==> src/bih_map.vh <==
// register map and timing constants of the bridge interrupt handler
`ifndef BIH_MAP_VH
`define BIH_MAP_VH

// register byte addresses on the host register port
`define BIH_ADDR_RX_PENDING     16'h8000
`define BIH_ADDR_RX_LABEL_BASE  16'h8001
`define BIH_ADDR_RX_LABEL_LAST  16'h8008
`define BIH_ADDR_MASTER_PENDING 16'h800a
`define BIH_ADDR_CAN_CAPTURE    16'h800b
`define BIH_ADDR_RX_MASK        16'h8020
`define BIH_ADDR_MASTER_ENABLE  16'h8034
`define BIH_ADDR_TX_READY_EN    16'h8035

// reset values
`define BIH_RST_RX_PENDING      8'h00
`define BIH_RST_RX_LABEL        8'h00
`define BIH_RST_RX_MASK         8'h00
`define BIH_RST_CAN_CAPTURE     8'h00
`define BIH_RST_ENABLE_LOW      4'h0
`define BIH_RST_TX_READY_EN     4'h0
`define BIH_FAULT_ENABLE_ONES   4'hf

// field positions in the master pending and enable registers
`define BIH_BIT_CAN_TX_READY    0
`define BIH_BIT_CAN_FRAME_RX    1
`define BIH_BIT_SERIAL_TX_READY 2
`define BIH_BIT_FIFO_FLAG       3
`define BIH_BIT_RAM_SELFTEST    4
`define BIH_BIT_AUTOINIT_CHKSUM 5
`define BIH_BIT_AUTOINIT_VERIFY 6
`define BIH_BIT_EEPROM_PROGRAM  7

// receive interrupt pulse width when the acknowledge is held high
`define BIH_CLK_PERIOD_NS       100
`define BIH_RX_PULSE_NS         1000
`define BIH_RX_PULSE_CYC        (`BIH_RX_PULSE_NS / `BIH_CLK_PERIOD_NS)
`define BIH_RX_PULSE_CYC_W      4
// last count of the minimum pulse, sized to the counter
`define BIH_RX_PULSE_LAST       4'h9

`endif

==> src/bih_interrupt_handler.v <==
// interrupt handler: receive channel and master interrupt logic
`timescale 1ns/100ps
`include "bih_map.vh"
//
// Functional notes
// - receive interrupt only for messages whose lookup entry flags one
// - flagged message sets channel pending bit and captures its label
// - eight read-only label captures follow the receive pending address
// - masked pending raises receive pin, held until acknowledge goes high
// - acknowledge held high gives a receive pulse of about one microsecond
// - reading receive pending returns contents, then clears it to zero
// - each receive mask bit gates its channel onto the receive pin
// - accepted CAN frame sets pending bit 1 and captures filter number
// - CAN receive drives master pin only when its enable bit is one
// - four fault bits are unmaskable, their enables read as ones
// - fault bit 7 set on eeprom programming verify mismatch
// - fault bit 6 set on auto-initialization readback mismatch
// - fault bit 5 set on auto-initialization checksum failure
// - fault bit 4 set on RAM self-test failure
// - pending bit 3 is OR of receive fifo flags, gated by enable only at the master pin
// - pending bit 2 set when an enabled serial transmitter is ready
// - pending bit 0 set when ready for next CAN transmit frame
// - master pin on enabled maskable pending bit or any fault bit
// - host uses captured filter number as relative frame pointer
// - per-transmitter enable selects which transmitters feed bit 2

module bih_interrupt_handler (
   // clock and reset
   input wire ref_clk,
   input wire resetn,
   // host register port
   input wire [15:0] reg_addr,
   input wire reg_wr,
   input wire reg_rd,
   input wire [7:0] reg_wdata,
   output reg [7:0] reg_rdata,
   // serial receive message events
   input wire rx_msg_valid,
   input wire [2:0] rx_msg_chan,
   input wire [7:0] rx_msg_label,
   input wire rx_msg_irq_flag,
   // CAN receive events
   input wire can_frame_received,
   input wire [7:0] can_filter_num,
   // ready and fifo levels
   input wire [7:0] fifo_flags,
   input wire [3:0] serial_tx_ready_event,
   input wire can_tx_ready_event,
   // fault event pulses
   input wire eeprom_program_mismatch,
   input wire autoinit_verify_mismatch,
   input wire autoinit_checksum_fault,
   input wire ram_selftest_fault,
   // interrupt pins
   input wire rx_irq_ack_in,
   output reg rx_irq_out,
   output reg master_irq_out
);

   // register map seen by the host, byte addresses:
   //   8000 receive pending, one bit per channel, cleared by its read
   //   8001 to 8008 label captures of channels 0 to 7, read only
   //   800a master pending image, read only
   //   800b CAN filter capture, read only
   //   8020 receive channel mask, read and write
   //   8034 master enable, faults read as ones, low nibble writable
   //   8035 per-transmitter ready enable, low nibble writable
   // any other address reads as zero and ignores writes
   //
   // master pending image, bit by bit:
   //   7 programming verify fault, sticky until reset
   //   6 readback verify fault, sticky until reset
   //   5 checksum fault, sticky until reset
   //   4 memory self-test fault, sticky until reset
   //   3 live OR of the receive fifo flags
   //   2 live OR of the enabled transmitter ready levels
   //   1 CAN frame received, sticky until the image is read
   //   0 live CAN transmit ready level
   //
   // limitation: live bits cannot be cleared by the host; it must
   // drop their enable instead or the master pin stays asserted

   // address compare helper used throughout the decode
   function hit;
      input [15:0] a;
      input [15:0] b;
      begin
         hit = (a == b);
      end
   endfunction

   // receive channel state
   reg [7:0] rx_pending_q;
   reg [7:0] rx_pending_d;
   reg [7:0] rx_label_q [0:7];
   reg [7:0] rx_channel_mask_q;

   // CAN capture and host enables
   reg [7:0] can_filter_capture_q;
   reg [3:0] enable_low_q;
   reg [3:0] per_tx_ready_enable_q;

   // sticky fault and CAN receive bits
   reg [3:0] fault_q;
   reg [3:0] fault_d;
   reg can_rx_pend_q;
   reg can_rx_pend_d;

   // acknowledge synchroniser and receive pin timing
   reg ack_meta_q;
   reg ack_sync_q;
   reg rx_level_q;
   reg [`BIH_RX_PULSE_CYC_W-1:0] pulse_cnt_q;

   // combinational helpers
   reg [7:0] rx_set;
   reg [7:0] rdata_d;
   reg [7:0] master_pending;
   integer i;

   // read strobes that have side effects, and the masked receive level
   wire rd_rx_pending = reg_rd & hit(reg_addr, `BIH_ADDR_RX_PENDING);
   wire rd_master = reg_rd & hit(reg_addr, `BIH_ADDR_MASTER_PENDING);
   wire rx_level = |(rx_pending_q & rx_channel_mask_q);

   // decoded receive event, one hot per channel
   always @* begin
      rx_set = 8'h00;
      if (rx_msg_valid && rx_msg_irq_flag) begin
         rx_set[rx_msg_chan] = 1'b1;
      end
   end

   // receive pending: read clears, a new event in the same cycle survives
   always @* begin
      rx_pending_d = rx_pending_q;
      if (rd_rx_pending) begin
         rx_pending_d = `BIH_RST_RX_PENDING;
      end
      rx_pending_d = rx_pending_d | rx_set;
   end

   // sticky CAN receive bit, cleared by reading the master pending register
   always @* begin
      can_rx_pend_d = can_rx_pend_q;
      if (rd_master) begin
         can_rx_pend_d = 1'b0;
      end
      if (can_frame_received) begin
         can_rx_pend_d = 1'b1;
      end
   end

   // fault bits stay set until reset; the part is stuck in safe state anyway
   // fault sources may be pulses or levels: either sets the bit once,
   // and a level held across reset sets it again right after release
   always @* begin
      fault_d = fault_q;
      if (ram_selftest_fault) fault_d[0] = 1'b1;
      if (autoinit_checksum_fault) fault_d[1] = 1'b1;
      if (autoinit_verify_mismatch) fault_d[2] = 1'b1;
      if (eeprom_program_mismatch) fault_d[3] = 1'b1;
   end

   // master pending image; bits 3, 2 and 0 follow their sources live
   always @* begin
      master_pending = 8'h00;
      master_pending[`BIH_BIT_EEPROM_PROGRAM] = fault_q[3];
      master_pending[`BIH_BIT_AUTOINIT_VERIFY] = fault_q[2];
      master_pending[`BIH_BIT_AUTOINIT_CHKSUM] = fault_q[1];
      master_pending[`BIH_BIT_RAM_SELFTEST] = fault_q[0];
      master_pending[`BIH_BIT_FIFO_FLAG] = |fifo_flags;
      master_pending[`BIH_BIT_SERIAL_TX_READY] =
         |(serial_tx_ready_event & per_tx_ready_enable_q);
      master_pending[`BIH_BIT_CAN_FRAME_RX] = can_rx_pend_q;
      master_pending[`BIH_BIT_CAN_TX_READY] = can_tx_ready_event;
   end

   // read mux; unmapped addresses read as zero
   // the gap between 8008 and 800a is unmapped on purpose, so 8009
   // falls through to zero like any other hole
   always @* begin
      rdata_d = 8'h00;
      if (hit(reg_addr, `BIH_ADDR_RX_PENDING)) begin
         rdata_d = rx_pending_q;
      end else if (reg_addr >= `BIH_ADDR_RX_LABEL_BASE &&
                   reg_addr <= `BIH_ADDR_RX_LABEL_LAST) begin
         rdata_d = rx_label_q[reg_addr[2:0] - 3'h1];
      end else if (hit(reg_addr, `BIH_ADDR_MASTER_PENDING)) begin
         rdata_d = master_pending;
      end else if (hit(reg_addr, `BIH_ADDR_CAN_CAPTURE)) begin
         rdata_d = can_filter_capture_q;
      end else if (hit(reg_addr, `BIH_ADDR_RX_MASK)) begin
         rdata_d = rx_channel_mask_q;
      end else if (hit(reg_addr, `BIH_ADDR_MASTER_ENABLE)) begin
         rdata_d = {`BIH_FAULT_ENABLE_ONES, enable_low_q};
      end else if (hit(reg_addr, `BIH_ADDR_TX_READY_EN)) begin
         rdata_d = {4'h0, per_tx_ready_enable_q};
      end
   end

   // pending, fault and CAN receive state
   // reset defaults
   always @(posedge ref_clk or negedge resetn) begin
      if (!resetn) begin
         rx_pending_q <= `BIH_RST_RX_PENDING;
         fault_q <= 4'h0;
         can_rx_pend_q <= 1'b0;
      end else begin
         rx_pending_q <= rx_pending_d;
         fault_q <= fault_d;
         can_rx_pend_q <= can_rx_pend_d;
      end
   end

   // read data holds until the next read so a slow host can fetch it
   always @(posedge ref_clk or negedge resetn) begin
      if (!resetn) begin
         reg_rdata <= 8'h00;
      end else if (reg_rd) begin
         reg_rdata <= rdata_d;
      end
   end

   // label captures; a later message on a channel overwrites the label,
   // so a host that services late sees only the newest one
   always @(posedge ref_clk or negedge resetn) begin
      if (!resetn) begin
         for (i = 0; i < 8; i = i + 1) begin
            rx_label_q[i] <= `BIH_RST_RX_LABEL;
         end
      end else begin
         if (rx_msg_valid && rx_msg_irq_flag) begin
            rx_label_q[rx_msg_chan] <= rx_msg_label;
         end
      end
   end

   // CAN filter capture, newest accepted frame wins
   always @(posedge ref_clk or negedge resetn) begin
      if (!resetn) begin
         can_filter_capture_q <= `BIH_RST_CAN_CAPTURE;
      end else if (can_frame_received) begin
         can_filter_capture_q <= can_filter_num;
      end
   end

   // host writable registers; writes to read-only addresses are dropped
   always @(posedge ref_clk or negedge resetn) begin
      if (!resetn) begin
         rx_channel_mask_q <= `BIH_RST_RX_MASK;
         enable_low_q <= `BIH_RST_ENABLE_LOW;
         per_tx_ready_enable_q <= `BIH_RST_TX_READY_EN;
      end else if (reg_wr) begin
         if (hit(reg_addr, `BIH_ADDR_RX_MASK)) begin
            rx_channel_mask_q <= reg_wdata;
         end else if (hit(reg_addr, `BIH_ADDR_MASTER_ENABLE)) begin
            enable_low_q <= reg_wdata[3:0];
         end else if (hit(reg_addr, `BIH_ADDR_TX_READY_EN)) begin
            per_tx_ready_enable_q <= reg_wdata[3:0];
         end
      end
   end

   // acknowledge pin synchroniser
   always @(posedge ref_clk or negedge resetn) begin
      if (!resetn) begin
         ack_meta_q <= 1'b0;
         ack_sync_q <= 1'b0;
      end else begin
         ack_meta_q <= rx_irq_ack_in;
         ack_sync_q <= ack_meta_q;
      end
   end

   // receive pin timing, in clock cycles of 100 ns:
   //   the pin rises on the edge that takes a masked event, or one edge
   //   after a mask write uncovers an already pending channel
   //   it then stays high for at least ten cycles, about one microsecond
   //   after that it falls on the first edge that sees the synchronised
   //   acknowledge high, two edges behind the acknowledge pin
   //   with the acknowledge tied high the pin gives exactly ten cycles
   // limitation: events arriving while the pin is high do not stretch it,
   // and the host learns of them only from the pending register
   // trade-off: the synchroniser adds two cycles of acknowledge latency
   // in exchange for a safe sample of an asynchronous host pin
   //
   // receive pin: raised by a new masked event or a rising masked level;
   // the minimum width keeps a tied-high acknowledge from eating the pulse
   always @(posedge ref_clk or negedge resetn) begin
      if (!resetn) begin
         rx_irq_out <= 1'b0;
         rx_level_q <= 1'b0;
         pulse_cnt_q <= {`BIH_RX_PULSE_CYC_W{1'b0}};
      end else begin
         rx_level_q <= rx_level;
         if (!rx_irq_out && ((|(rx_set & rx_channel_mask_q)) ||
                             (rx_level && !rx_level_q))) begin
            rx_irq_out <= 1'b1;
            pulse_cnt_q <= {`BIH_RX_PULSE_CYC_W{1'b0}};
         end else if (rx_irq_out) begin
            if (pulse_cnt_q != `BIH_RX_PULSE_LAST) begin
               pulse_cnt_q <= pulse_cnt_q + 1'b1;
            end else if (ack_sync_q) begin
               rx_irq_out <= 1'b0;
            end
         end
      end
   end

   // master pin from the current pending image
   // one cycle behind the image, so a live source that pulses for a
   // single cycle still yields a one-cycle master pulse
   // faults bypass the enables, they can never be masked
   always @(posedge ref_clk or negedge resetn) begin
      if (!resetn) begin
         master_irq_out <= 1'b0;
      end else begin
         master_irq_out <= (|(master_pending[3:0] & enable_low_q)) |
                           (|master_pending[7:4]);
      end
   end

endmodule // bih_interrupt_handler

==> config.mk <==
export PLATFORM = sky130hd
export DESIGN_NAME = bih_interrupt_handler
export DESIGN_NICKNAME = d
export VERILOG_FILES = /design/src/bih_interrupt_handler.v
export VERILOG_INCLUDE_DIRS = /design/src
export SDC_FILE = /design/constraint.sdc
export NUM_CORES = 1
export LEC_CHECK = 0
export BUFFER_PORTS_ARGS = -buffer_cell sky130_fd_sc_hd__buf_2
export CORE_MARGIN = 4
export CORE_UTILIZATION = 55
export CTS_BUF_LIST = sky130_fd_sc_hd__clkbuf_8
export DETAILED_ROUTE_END_ITERATION = 8
export PLACE_DENSITY = 0.77
export SLEW_MARGIN = 20
export SYNTH_ARGS = -nofsm -noshare
export SYNTH_HDL_FRONTEND = slang
export SYNTH_SLANG_ARGS = --single-unit
==> constraint.sdc <==
create_clock -name ref_clk -period 2.1 [get_ports ref_clk]
set_input_delay 0.42 -clock ref_clk [delete_from_list [all_inputs] [get_ports ref_clk]]
set_output_delay 0.42 -clock ref_clk [all_outputs]
set_load 0.02 [all_outputs]
==> impl_metrics.tcl, run 1 <==
set metrics [dict create \
    status "finished, final reports clean" \
    grtUsageTotal 0.247 \
    p_sw_frac 0.258 \
    ant_nets 0 \
    p_int_mw 4.60 \
    vias_per_cell 5.97 \
    p_leak_nw 3.18 \
    clock.fmax_mhz 528 \
    pwr-share-clk 0.371 \
    syn_inst 438 \
    setup_viol 0 \
    finalHoldViolCount 0 \
    htreeDepth 4 \
    cts_tree "done" \
    post-route-util 0.681 \
    diodes 0 \
    dp_hpwl_mm 10.3 \
    synth_fp_nets 513 \
    routed_wl_mm 14.6 \
    drc_errors 0 \
    overflow 0 \
    relSlewSlack 0.514 \
    worstPathRequired_ns 2.42 \
    hold_slack_ns 0.0784 \
    tns_ns 0 \
    rsz0062_at_grt "no" \
    synthTopCellsByArea "dfrtp_1, mux2_2, mux4_2, mux4_1, a22oi_1" \
    die-area_um2 12400 \
    yosysTopAreaCell "dfrtp_1" \
    drive_above_1_share 0.465 \
    seqPwrFrac 0.466 \
    period_minus_slack_ns 1.89 \
    synth.distinct_cells 62 \
    grt_pass1_vias 4500 \
    synth_edf_count 0 \
    endpoint_kind "flip-flop" \
    grt_pass1_wl_mm 23.8 \
    yosysWarnings 0 \
    rows 37 \
    port_buffers 77 \
    power.net_switching_mw 1.60 \
    yosys_register_bits 118 \
    yosysSeqAreaShare 0.501 \
    worstReg2RegStart "per_tx_ready_enable_q[0]$_DFFE_PN0P_" \
    nNetsFinal 625 \
    path_max_fanout 5 \
    combinationalPowerShare 0.163 \
    grt_max_degree 62 \
    vias 4173 \
    cts_root_buf "clkbuf_8" \
    powerDensity_nw_per_um2 877 \
    cts_setup_buffers 0 \
    syn_to_final_growth_pct 19.8 \
    path_clk_slew_ns 0.07 \
    io_pins 78 \
    netlist.area_leader.share 0.501 \
    core_um2 10400 \
    skew_ns 0.0107 \
    critPathLaunch "reg_addr[1]" \
    worst_pin_slew_ns 0.726 \
    dieWidth_um 112 \
    instances_no_fill 699 \
    clock_sinks 118 \
    finalPower_mw 6.20 \
    die_y_um 112 \
    crit_type "primary input to flip-flop" \
    clock_latency_ns 0.45 \
    start_util 0.569 \
    numCtsBuffers 17 \
    dp.cells 666 \
    dr.pass1.iters 5 \
    hp-start "rx_irq_ack_in" \
    antenna_found_initial 0 \
    cts.path.max_buffers 2 \
    hp-class "primary input to flip-flop" \
    async_reset_ff_frac 1.00 \
    netlist_area_um2 5900 \
    maxCapViolations 0 \
    cp.arrival_ns 2.21 \
    place_congestion 0.935 \
    avgSynthCellArea_um2 13.5 \
    start_kind "primary input" \
    wl_per_cell_um 20.9 \
    synthFlopType "dfrtp_1" \
    slew_violations 0 \
    drtIter0Drc 356 \
    ir_drop_v 0.000601 \
    layout_worst_path_cycle_share 0.902 \
]
[sequential cells by signal, indices dropped and copies added, names as in the netlist]
| register | count |
|---|---|
| ack_meta_q | 1 |
| ack_sync_q | 1 |
| can_filter_capture_q | 8 |
| can_rx_pend_q | 1 |
| enable_low_q | 4 |
| fault_q | 4 |
| master_irq_out | 1 |
| per_tx_ready_enable_q | 4 |
| pulse_cnt_q | 4 |
| reg_rdata | 8 |
| rx_channel_mask_q | 8 |
| rx_irq_out | 1 |
| rx_label_q | 64 |
| rx_level_q | 1 |
| rx_pending_q | 8 |
[synth_stat cells (all sizes together) (4+ instances only)]
cell and n:
nand2b 5, mux4 16, and3 5, a21o 7, mux2 94, and2 4, nor2 17, a22oi 22
nor3 8, a21oi 5, inv 7, nand2 16, nand3 13, nor2b 4, or2 5, nand3b 8
nand4 8, ha 7, dfrtp 118, buf 8, o21ai 18
[cell type report]
cell class              count  area (um2)
clock buffers              19         262
clock inverters            13         180
fillers                   772        3300
inverters                   8        32.5
multi-input cells         301        2850
flip-flops and latches    118        2950
well taps                 136         170
repair buffers            104         618
[worst max-delay path, cell delays in order]
cell and delay, ns:
buf_2 0.11, inv_1 0.13, ha_1 0.23, nor3b_1 0.24, o21ai_0 0.13, buf_4 0.17, nor2b_1 0.22, a221oi_1 0.45
o21ai_1 0.10
[power groups by stage]
stage / clock [mW] / sequential [mW] / combinational [mW]
after floorplan: 0 / 2.84 / 0.722
after global placement: 0 / 2.90 / 0.954
after detailed placement: 0 / 2.92 / 1.01
after CTS: 2.33 / 2.88 / 1.02
after global routing: 2.46 / 2.93 / 1.12
final: 2.30 / 2.89 / 1.01
[layout by cell type (no fill, tap or decap), types with 6 or more instances in the layout]
master / n
nand3b_1: 8
mux4_1: 7
nor3_1: 7
mux4_2: 9
nor2_1: 11
mux2_4: 9
buf_2: 76
o21ai_1: 11
nand2_1: 16
o21ai_0: 7
a21o_1: 7
nand4_1: 6
a22oi_1: 22
dfrtp_1: 118
nor2_2: 6
inv_1: 8
clkbuf_8: 19
ha_1: 6
mux2_2: 81
buf_4: 25
nand3_1: 11
[per-layer routing]
metal	global-route usage	vias to the layer above	wire, um
met5	0	-	0
met3	0.0685	22	809
met2	0.400	124	7430
met1	0.321	2128	6120
met4	0.0900	0	243
li1	-	1899	-
[kinds of logic (layout without fill, tap and decap cells)]
family,Yosys count,after routing,synth area share
buf+inv,19,144,0.0199
xor+xnor,2,2,0.00424
fa+ha+maj,7,7,0.0148
simple gates,110,110,0.123
flops,118,118,0.501
compound gates,69,69,0.0819
mux,113,113,0.255
[final timing paths]
path,cells after the start,slack (ns),endpoint
max in group asynchronous,3,1.02,rx_label_q[54]$_DFFE_PN0P_
max,9,0.21,reg_rdata[5]$_DFFE_PN0P_
min reg2reg,0,0.35,ack_sync_q$_DFF_PN0_
min,1,0.08,ack_meta_q$_DFF_PN0_
max reg2reg,5,0.43,reg_rdata[2]$_DFFE_PN0P_
min in group asynchronous,2,0.43,master_irq_out$_DFF_PN0_
[per-stage QoR]
step / setup slack [ns] / instance area [um2]
final: 0.206 / 7070
after global routing: 0.135 / 7070
after CTS: 0.0582 / 7060
after detailed placement: -0.354 / 6610
after global placement: -0.307 / 6610
after floorplan: 0.0451 / 5940
[timing repair]
item                                    4_1_cts  5_1_grt
hold endpoints to repair                     23        0
hold buffers                                  1        0
resized for setup                             0        1
endpoints found under the setup margin        0        1
Note: power is estimated with default switching activity, not from simulation.
==> inputs of run 2 (changes only) <==
CORE_MARGIN = 2   (was 4)
==> run 2 against run 1 <==
Against the previous run: count of clock-buffer cells in the layout shrank 1; clock skew shrank 0.0017 ns; largest cell class unchanged; total power is 0.16% lower; maximum frequency grew 12%; non-clock buffer count shrank 3; register-to-register slack improved by 0.09 ns; flip-flop and latch count unchanged; sequential share of layout area is 0.074 points higher; critical path depth stayed put.
==> impl_metrics.tcl, run 2 (synthesized netlist as in run 1, its figures left out) <==
set metrics [dict create \
    status "finished, final reports clean" \
    dieWidth_um 108 \
    hold_path_end "ack_meta_q$_DFF_PN0_" \
    worstPathRequired_ns 2.43 \
    setup_viol 0 \
    start_kind "primary input" \
    worstReg2RegStart "per_tx_ready_enable_q[0]$_DFFE_PN0P_" \
    overflow 0 \
    clock.fmax_mhz 589 \
    ir_drop_v 0.000852 \
    place_congestion 0.958 \
    nNetsFinal 622 \
    p_int_mw 4.57 \
    pwr-share-clk 0.368 \
    cts_tree "done" \
    endpoint_kind "flip-flop" \
    clock_latency_ns 0.45 \
    post-route-util 0.680 \
    cp.arrival_ns 2.03 \
    combinationalPowerShare 0.165 \
    relSlewSlack 0.555 \
    wl_per_cell_um 20.7 \
    path_max_fanout 5 \
    core_um2 10400 \
    cts_root_buf "clkbuf_8" \
    ant_nets 0 \
    skew_ns 0.00898 \
    drc_errors 0 \
    path_clk_slew_ns 0.07 \
    ff2ff_setup_slack_ns 0.52 \
    power.net_switching_mw 1.62 \
    slew_violations 0 \
    r2r_end "reg_rdata[2]$_DFFE_PN0P_" \
    hold_slack_ns 0.0737 \
    drive_above_1_share 0.461 \
    grtUsageTotal 0.271 \
    port_buffers 77 \
    diodes 0 \
    top_register "rx_label_q" \
    crit_type "primary input to flip-flop" \
    grt_pass1_vias 4476 \
    hp-class "primary input to flip-flop" \
    seqPwrFrac 0.467 \
    hp-start "rx_irq_ack_in" \
    layout_commonest_cell "dfrtp_1" \
    routed_wl_mm 14.4 \
    drtIter0Drc 301 \
    clock_sinks 118 \
    grt_max_degree 53 \
    layout_worst_path_cycle_share 0.808 \
    maxCapViolations 0 \
    p_leak_nw 3.18 \
    vias_per_cell 6.05 \
    post_cts_resized 0 \
    die-area_um2 11600 \
    holdPathStages 1 \
    rr_worst_depth 5 \
    dp_hpwl_mm 10.2 \
    numCtsBuffers 17 \
    worst_pin_slew_ns 0.665 \
    powerDensity_nw_per_um2 877 \
    rows 37 \
    die_y_um 108 \
    vias 4209 \
    finalHoldViolCount 0 \
    rsz0062_at_grt "no" \
    htreeDepth 4 \
    largest_reg_flops 64 \
    final_cell_mix "dfrtp_1, mux2_2, buf_2" \
    period_minus_slack_ns 1.70 \
    antenna_found_initial 0 \
    grt_pass1_wl_mm 23.0 \
    p_sw_frac 0.261 \
    syn_to_final_growth_pct 19.6 \
    io_pins 78 \
    cts.path.max_buffers 2 \
    dr.pass1.iters 4 \
    start_util 0.569 \
]
[run 2: cell types whose count changed in the layout (fill, tap and decap cells not counted), sizes merged]
cell and change:
buf -3, clkinv +3, clkinvlp -2, clkbuf -1
[run 2: worst max-delay path by stage]
stage,start,to,depth (start not counted),slack (ns)
after global placement,reg_addr[1],reg_rdata[3]$_DFFE_PN0P_,9,0.02
after CTS,reg_addr[1],reg_rdata[3]$_DFFE_PN0P_,9,0.44
after floorplan,reg_addr[0],reg_rdata[3]$_DFFE_PN0P_,10,0.05
after detailed placement,reg_addr[1],reg_rdata[3]$_DFFE_PN0P_,9,-0.04
after global routing,reg_addr[1],reg_rdata[3]$_DFFE_PN0P_,9,0.26
final,reg_addr[1],reg_rdata[3]$_DFFE_PN0P_,9,0.40
[run 2: repair_timing]
action	in CTS	in global routing
hold buffers	1	0
buffers inserted	0	0
endpoints found under the hold margin	32	0
[run 2: final cells by class]
class | instances | area, um2
Fill cell | 794 | 3320
Multi-Input combinational cell | 301 | 2850
Tap cell | 136 | 170
Clock buffer | 18 | 248
Clock inverter | 14 | 184
Sequential cell | 118 | 2950
Inverter | 8 | 32.5
Timing Repair Buffer | 101 | 621
[run 2: routing by layer]
layer / track usage / vias up / wire length (um)
met4: 0.0879 / 0 / 264
met3: 0.0769 / 27 / 818
met2: 0.454 / 131 / 7190
met1: 0.340 / 2151 / 6120
met5: 0 / - / 0
li1: - / 1900 / -
[run 2: worst max-delay path, cell delays in order]
cell and delay (ns):
buf_2 0.12, inv_1 0.13, ha_1 0.23, nor3b_1 0.19, o21ai_0 0.11, buf_4 0.16
nor2b_1 0.19, a2111oi_1 0.35, o21ai_1 0.12
[run 2: power groups by stage]
stage	logic, mW	registers (mW)	clock network [mW]
2_1_floorplan	0.722	2.84	0
3_3_place_gp	0.969	2.89	0
3_5_place_dp	1.02	2.92	0
4_1_cts	1.03	2.89	2.31
5_1_grt	1.12	2.93	2.43
6_report	1.02	2.89	2.27
[run 2: metrics by stage]
stage | instance area [um2] | instances | setup slack, ns | power [mW] | TNS (ns)
global placement | 6610 | 663 | 0.0241 | 3.86 | 0
detailed placement | 6610 | 663 | -0.0416 | 3.94 | -0.0416
finish | 7050 | 696 | 0.403 | 6.19 | 0
global route | 7050 | 696 | 0.260 | 6.48 | 0
CTS | 7050 | 696 | 0.436 | 6.23 | 0
floorplan | 5940 | 438 | 0.0451 | 3.57 | 0
==> inputs of run 3 (changes only) <==
clock period = 1.6 ns   (was 2.1 ns; I/O delays follow)
==> run 3 against run 2 <==
Against the previous run: clock power increased by 17%; critical path type is now flip-flop to flip-flop; global-route usage increased by 1.4 points; largest power group unchanged; sequential share of layout area decreased by 2.8 points; flip-flop and latch count unchanged; total power increased by 27%; via count increased by 7.2%; clock skew increased by 0.010 ns; first-iteration DRC count increased by 28%; wire length increased by 7.5%; hold slack improved by 0.0032 ns; cell area increased by 7.2%; combinational power increased by 39%.
==> impl_metrics.tcl, run 3 (synthesized netlist as in run 1, its figures left out) <==
set metrics [dict create \
    diodes 0 \
    cts_root_buf "clkbuf_8" \
    layout_worst_path_cycle_share 0.966 \
    grt_max_degree 45 \
    overflow 0 \
    path_max_fanout 2 \
    finalPower_mw 7.89 \
    die_y_um 108 \
    start_kind "flip-flop" \
    syn_to_final_growth_pct 28.2 \
    start_util 0.569 \
    relSlewSlack 0.636 \
    period_minus_slack_ns 1.55 \
    hold_path_end "fault_q[3]$_DFFE_PN0P_" \
    largest_reg_flops 64 \
    worst_pin_slew_ns 0.541 \
    maxCapViolations 0 \
    final_cell_mix "dfrtp_1, mux2_2, buf_2" \
    die-area_um2 11600 \
    antenna_found_initial 0 \
    nNetsFinal 665 \
    powerDensity_nw_per_um2 1040 \
    clock.fmax_mhz 647 \
    r2r_end "reg_rdata[2]$_DFFE_PN0P_" \
    path_clk_slew_ns 0.08 \
    clock_sinks 118 \
    grt_pass1_vias 4714 \
    crit_type "flip-flop to flip-flop" \
    htreeDepth 4 \
    endpoint_kind "flip-flop" \
    met1_usage 0.370 \
    cts.path.max_buffers 2 \
    holdPathStages 2 \
    hp-class "primary input to flip-flop" \
    drtIter0Drc 384 \
    worstPathRequired_ns 1.91 \
    finalHoldViolCount 0 \
    setup_viol 0 \
    place_congestion 0.982 \
    cp.arrival_ns 1.86 \
    cts_tree "done" \
    ir_drop_v 0.000995 \
    core_um2 10400 \
    io_pins 78 \
    wl_per_cell_um 20.9 \
    ant_nets 0 \
    p_leak_nw 3.42 \
    rows 37 \
    drc_errors 0 \
    dp_hpwl_mm 11.3 \
    skew_ns 0.0194 \
    clock_latency_ns 0.44 \
    rr_worst_depth 4 \
    dp_slack_ns -0.386 \
    grt_util_met2 0.476 \
    top_usage_layer "met2" \
    drive_above_1_share 0.532 \
    layout_commonest_cell "dfrtp_1" \
    top_register "rx_label_q" \
    vias 4514 \
    grt_pass1_wl_mm 24.4 \
    numCtsBuffers 17 \
    routed_wl_mm 15.5 \
    final.setup.worst_slack_ns 0.0540 \
    status "finished, final reports clean" \
    grtUsageMet3 0.0551 \
    ff2ff_setup_slack_ns 0.05 \
    slew_violations 0 \
    grtUsageTotal 0.285 \
    dieWidth_um 108 \
    worstReg2RegStart "rx_label_q[42]$_DFFE_PN0P_" \
    cts_setup_buffers 0 \
    dr.pass1.iters 4 \
    port_buffers 77 \
    vias_per_cell 6.11 \
    hp-start "eeprom_program_mismatch" \
]
==> run 3: cell types whose count changed in the layout (fill, tap and decap cells not counted), sizes merged <==
cell and delta:
bufinv -3, dlygate4sd3 +1, clkinvlp -1, inv +3
clkbuf +1, buf +42
==> run 3: metrics by stage <==
step | hold WS (ns) | TNS, ns | cell area [um2] | cells | util
finish | 0.0769 | 0 | 7560 | 739 | 0.729
global route | 0.0600 | -0.00388 | 7560 | 739 | 0.729
CTS | 0.0592 | 0 | 7500 | 739 | 0.724
detailed placement | 0.243 | -9.55 | 7100 | 705 | 0.685
global placement | 0.241 | -6.77 | 7100 | 705 | 0.685
floorplan | 0.0244 | -5.41 | 6000 | 438 | -
==> run 3: area by class of cell <==
cell class	count	area, um2
sequential	118	2960
multi-input combinational	301	2940
fill	690	2810
timing repair buffer	144	1070
clock buffer	19	262
tap	136	170
clock inverter	13	121
inverter	8	37.5
==> run 3: routing by layer <==
metal | part of all wire | routed length [um]
met5 | 0 | 0
met4 | 0.020 | 313
met3 | 0.058 | 891
met2 | 0.50 | 7810
met1 | 0.42 | 6470
==> run 3: report_power, final <==
group / switching (mW) / total [mW] / internal [mW]
sequential: 0.333 / 3.82 / 3.48
clock: 1.32 / 2.65 / 1.33
combinational: 0.582 / 1.42 / 0.842
total: 2.23 / 7.89 / 5.66
==> run 3: critical path: stages (launching register included) <==
cell,delay [ns]
dfrtp_1,0.39
mux4_1,0.51
mux2_2,0.28
o21ai_1,0.16
o21ai_1,0.09
==> run 3: worst max-delay path by stage <==
stage / slack [ns] / cells after the start / endpoint / startpoint
6_report: 0.05 / 4 / reg_rdata[2]$_DFFE_PN0P_ / rx_label_q[42]$_DFFE_PN0P_
5_1_grt: -0.003 / 9 / reg_rdata[1]$_DFFE_PN0P_ / reg_addr[1]
4_1_cts: 0.04 / 5 / reg_rdata[2]$_DFFE_PN0P_ / per_tx_ready_enable_q[0]$_DFFE_PN0P_
3_5_place_dp: -0.39 / 7 / reg_rdata[5]$_DFFE_PN0P_ / reg_addr[0]
3_3_place_gp: -0.32 / 9 / reg_rdata[3]$_DFFE_PN0P_ / reg_addr[1]
2_1_floorplan: -0.35 / 10 / reg_rdata[3]$_DFFE_PN0P_ / reg_addr[0]
==> run 3: timing repair <==
item / in CTS / in global routing
endpoints found under the hold margin: 20 / 0
endpoints found under the setup margin: 0 / 10
hold buffers: 2 / 0
gates resized for setup: 0 / 16
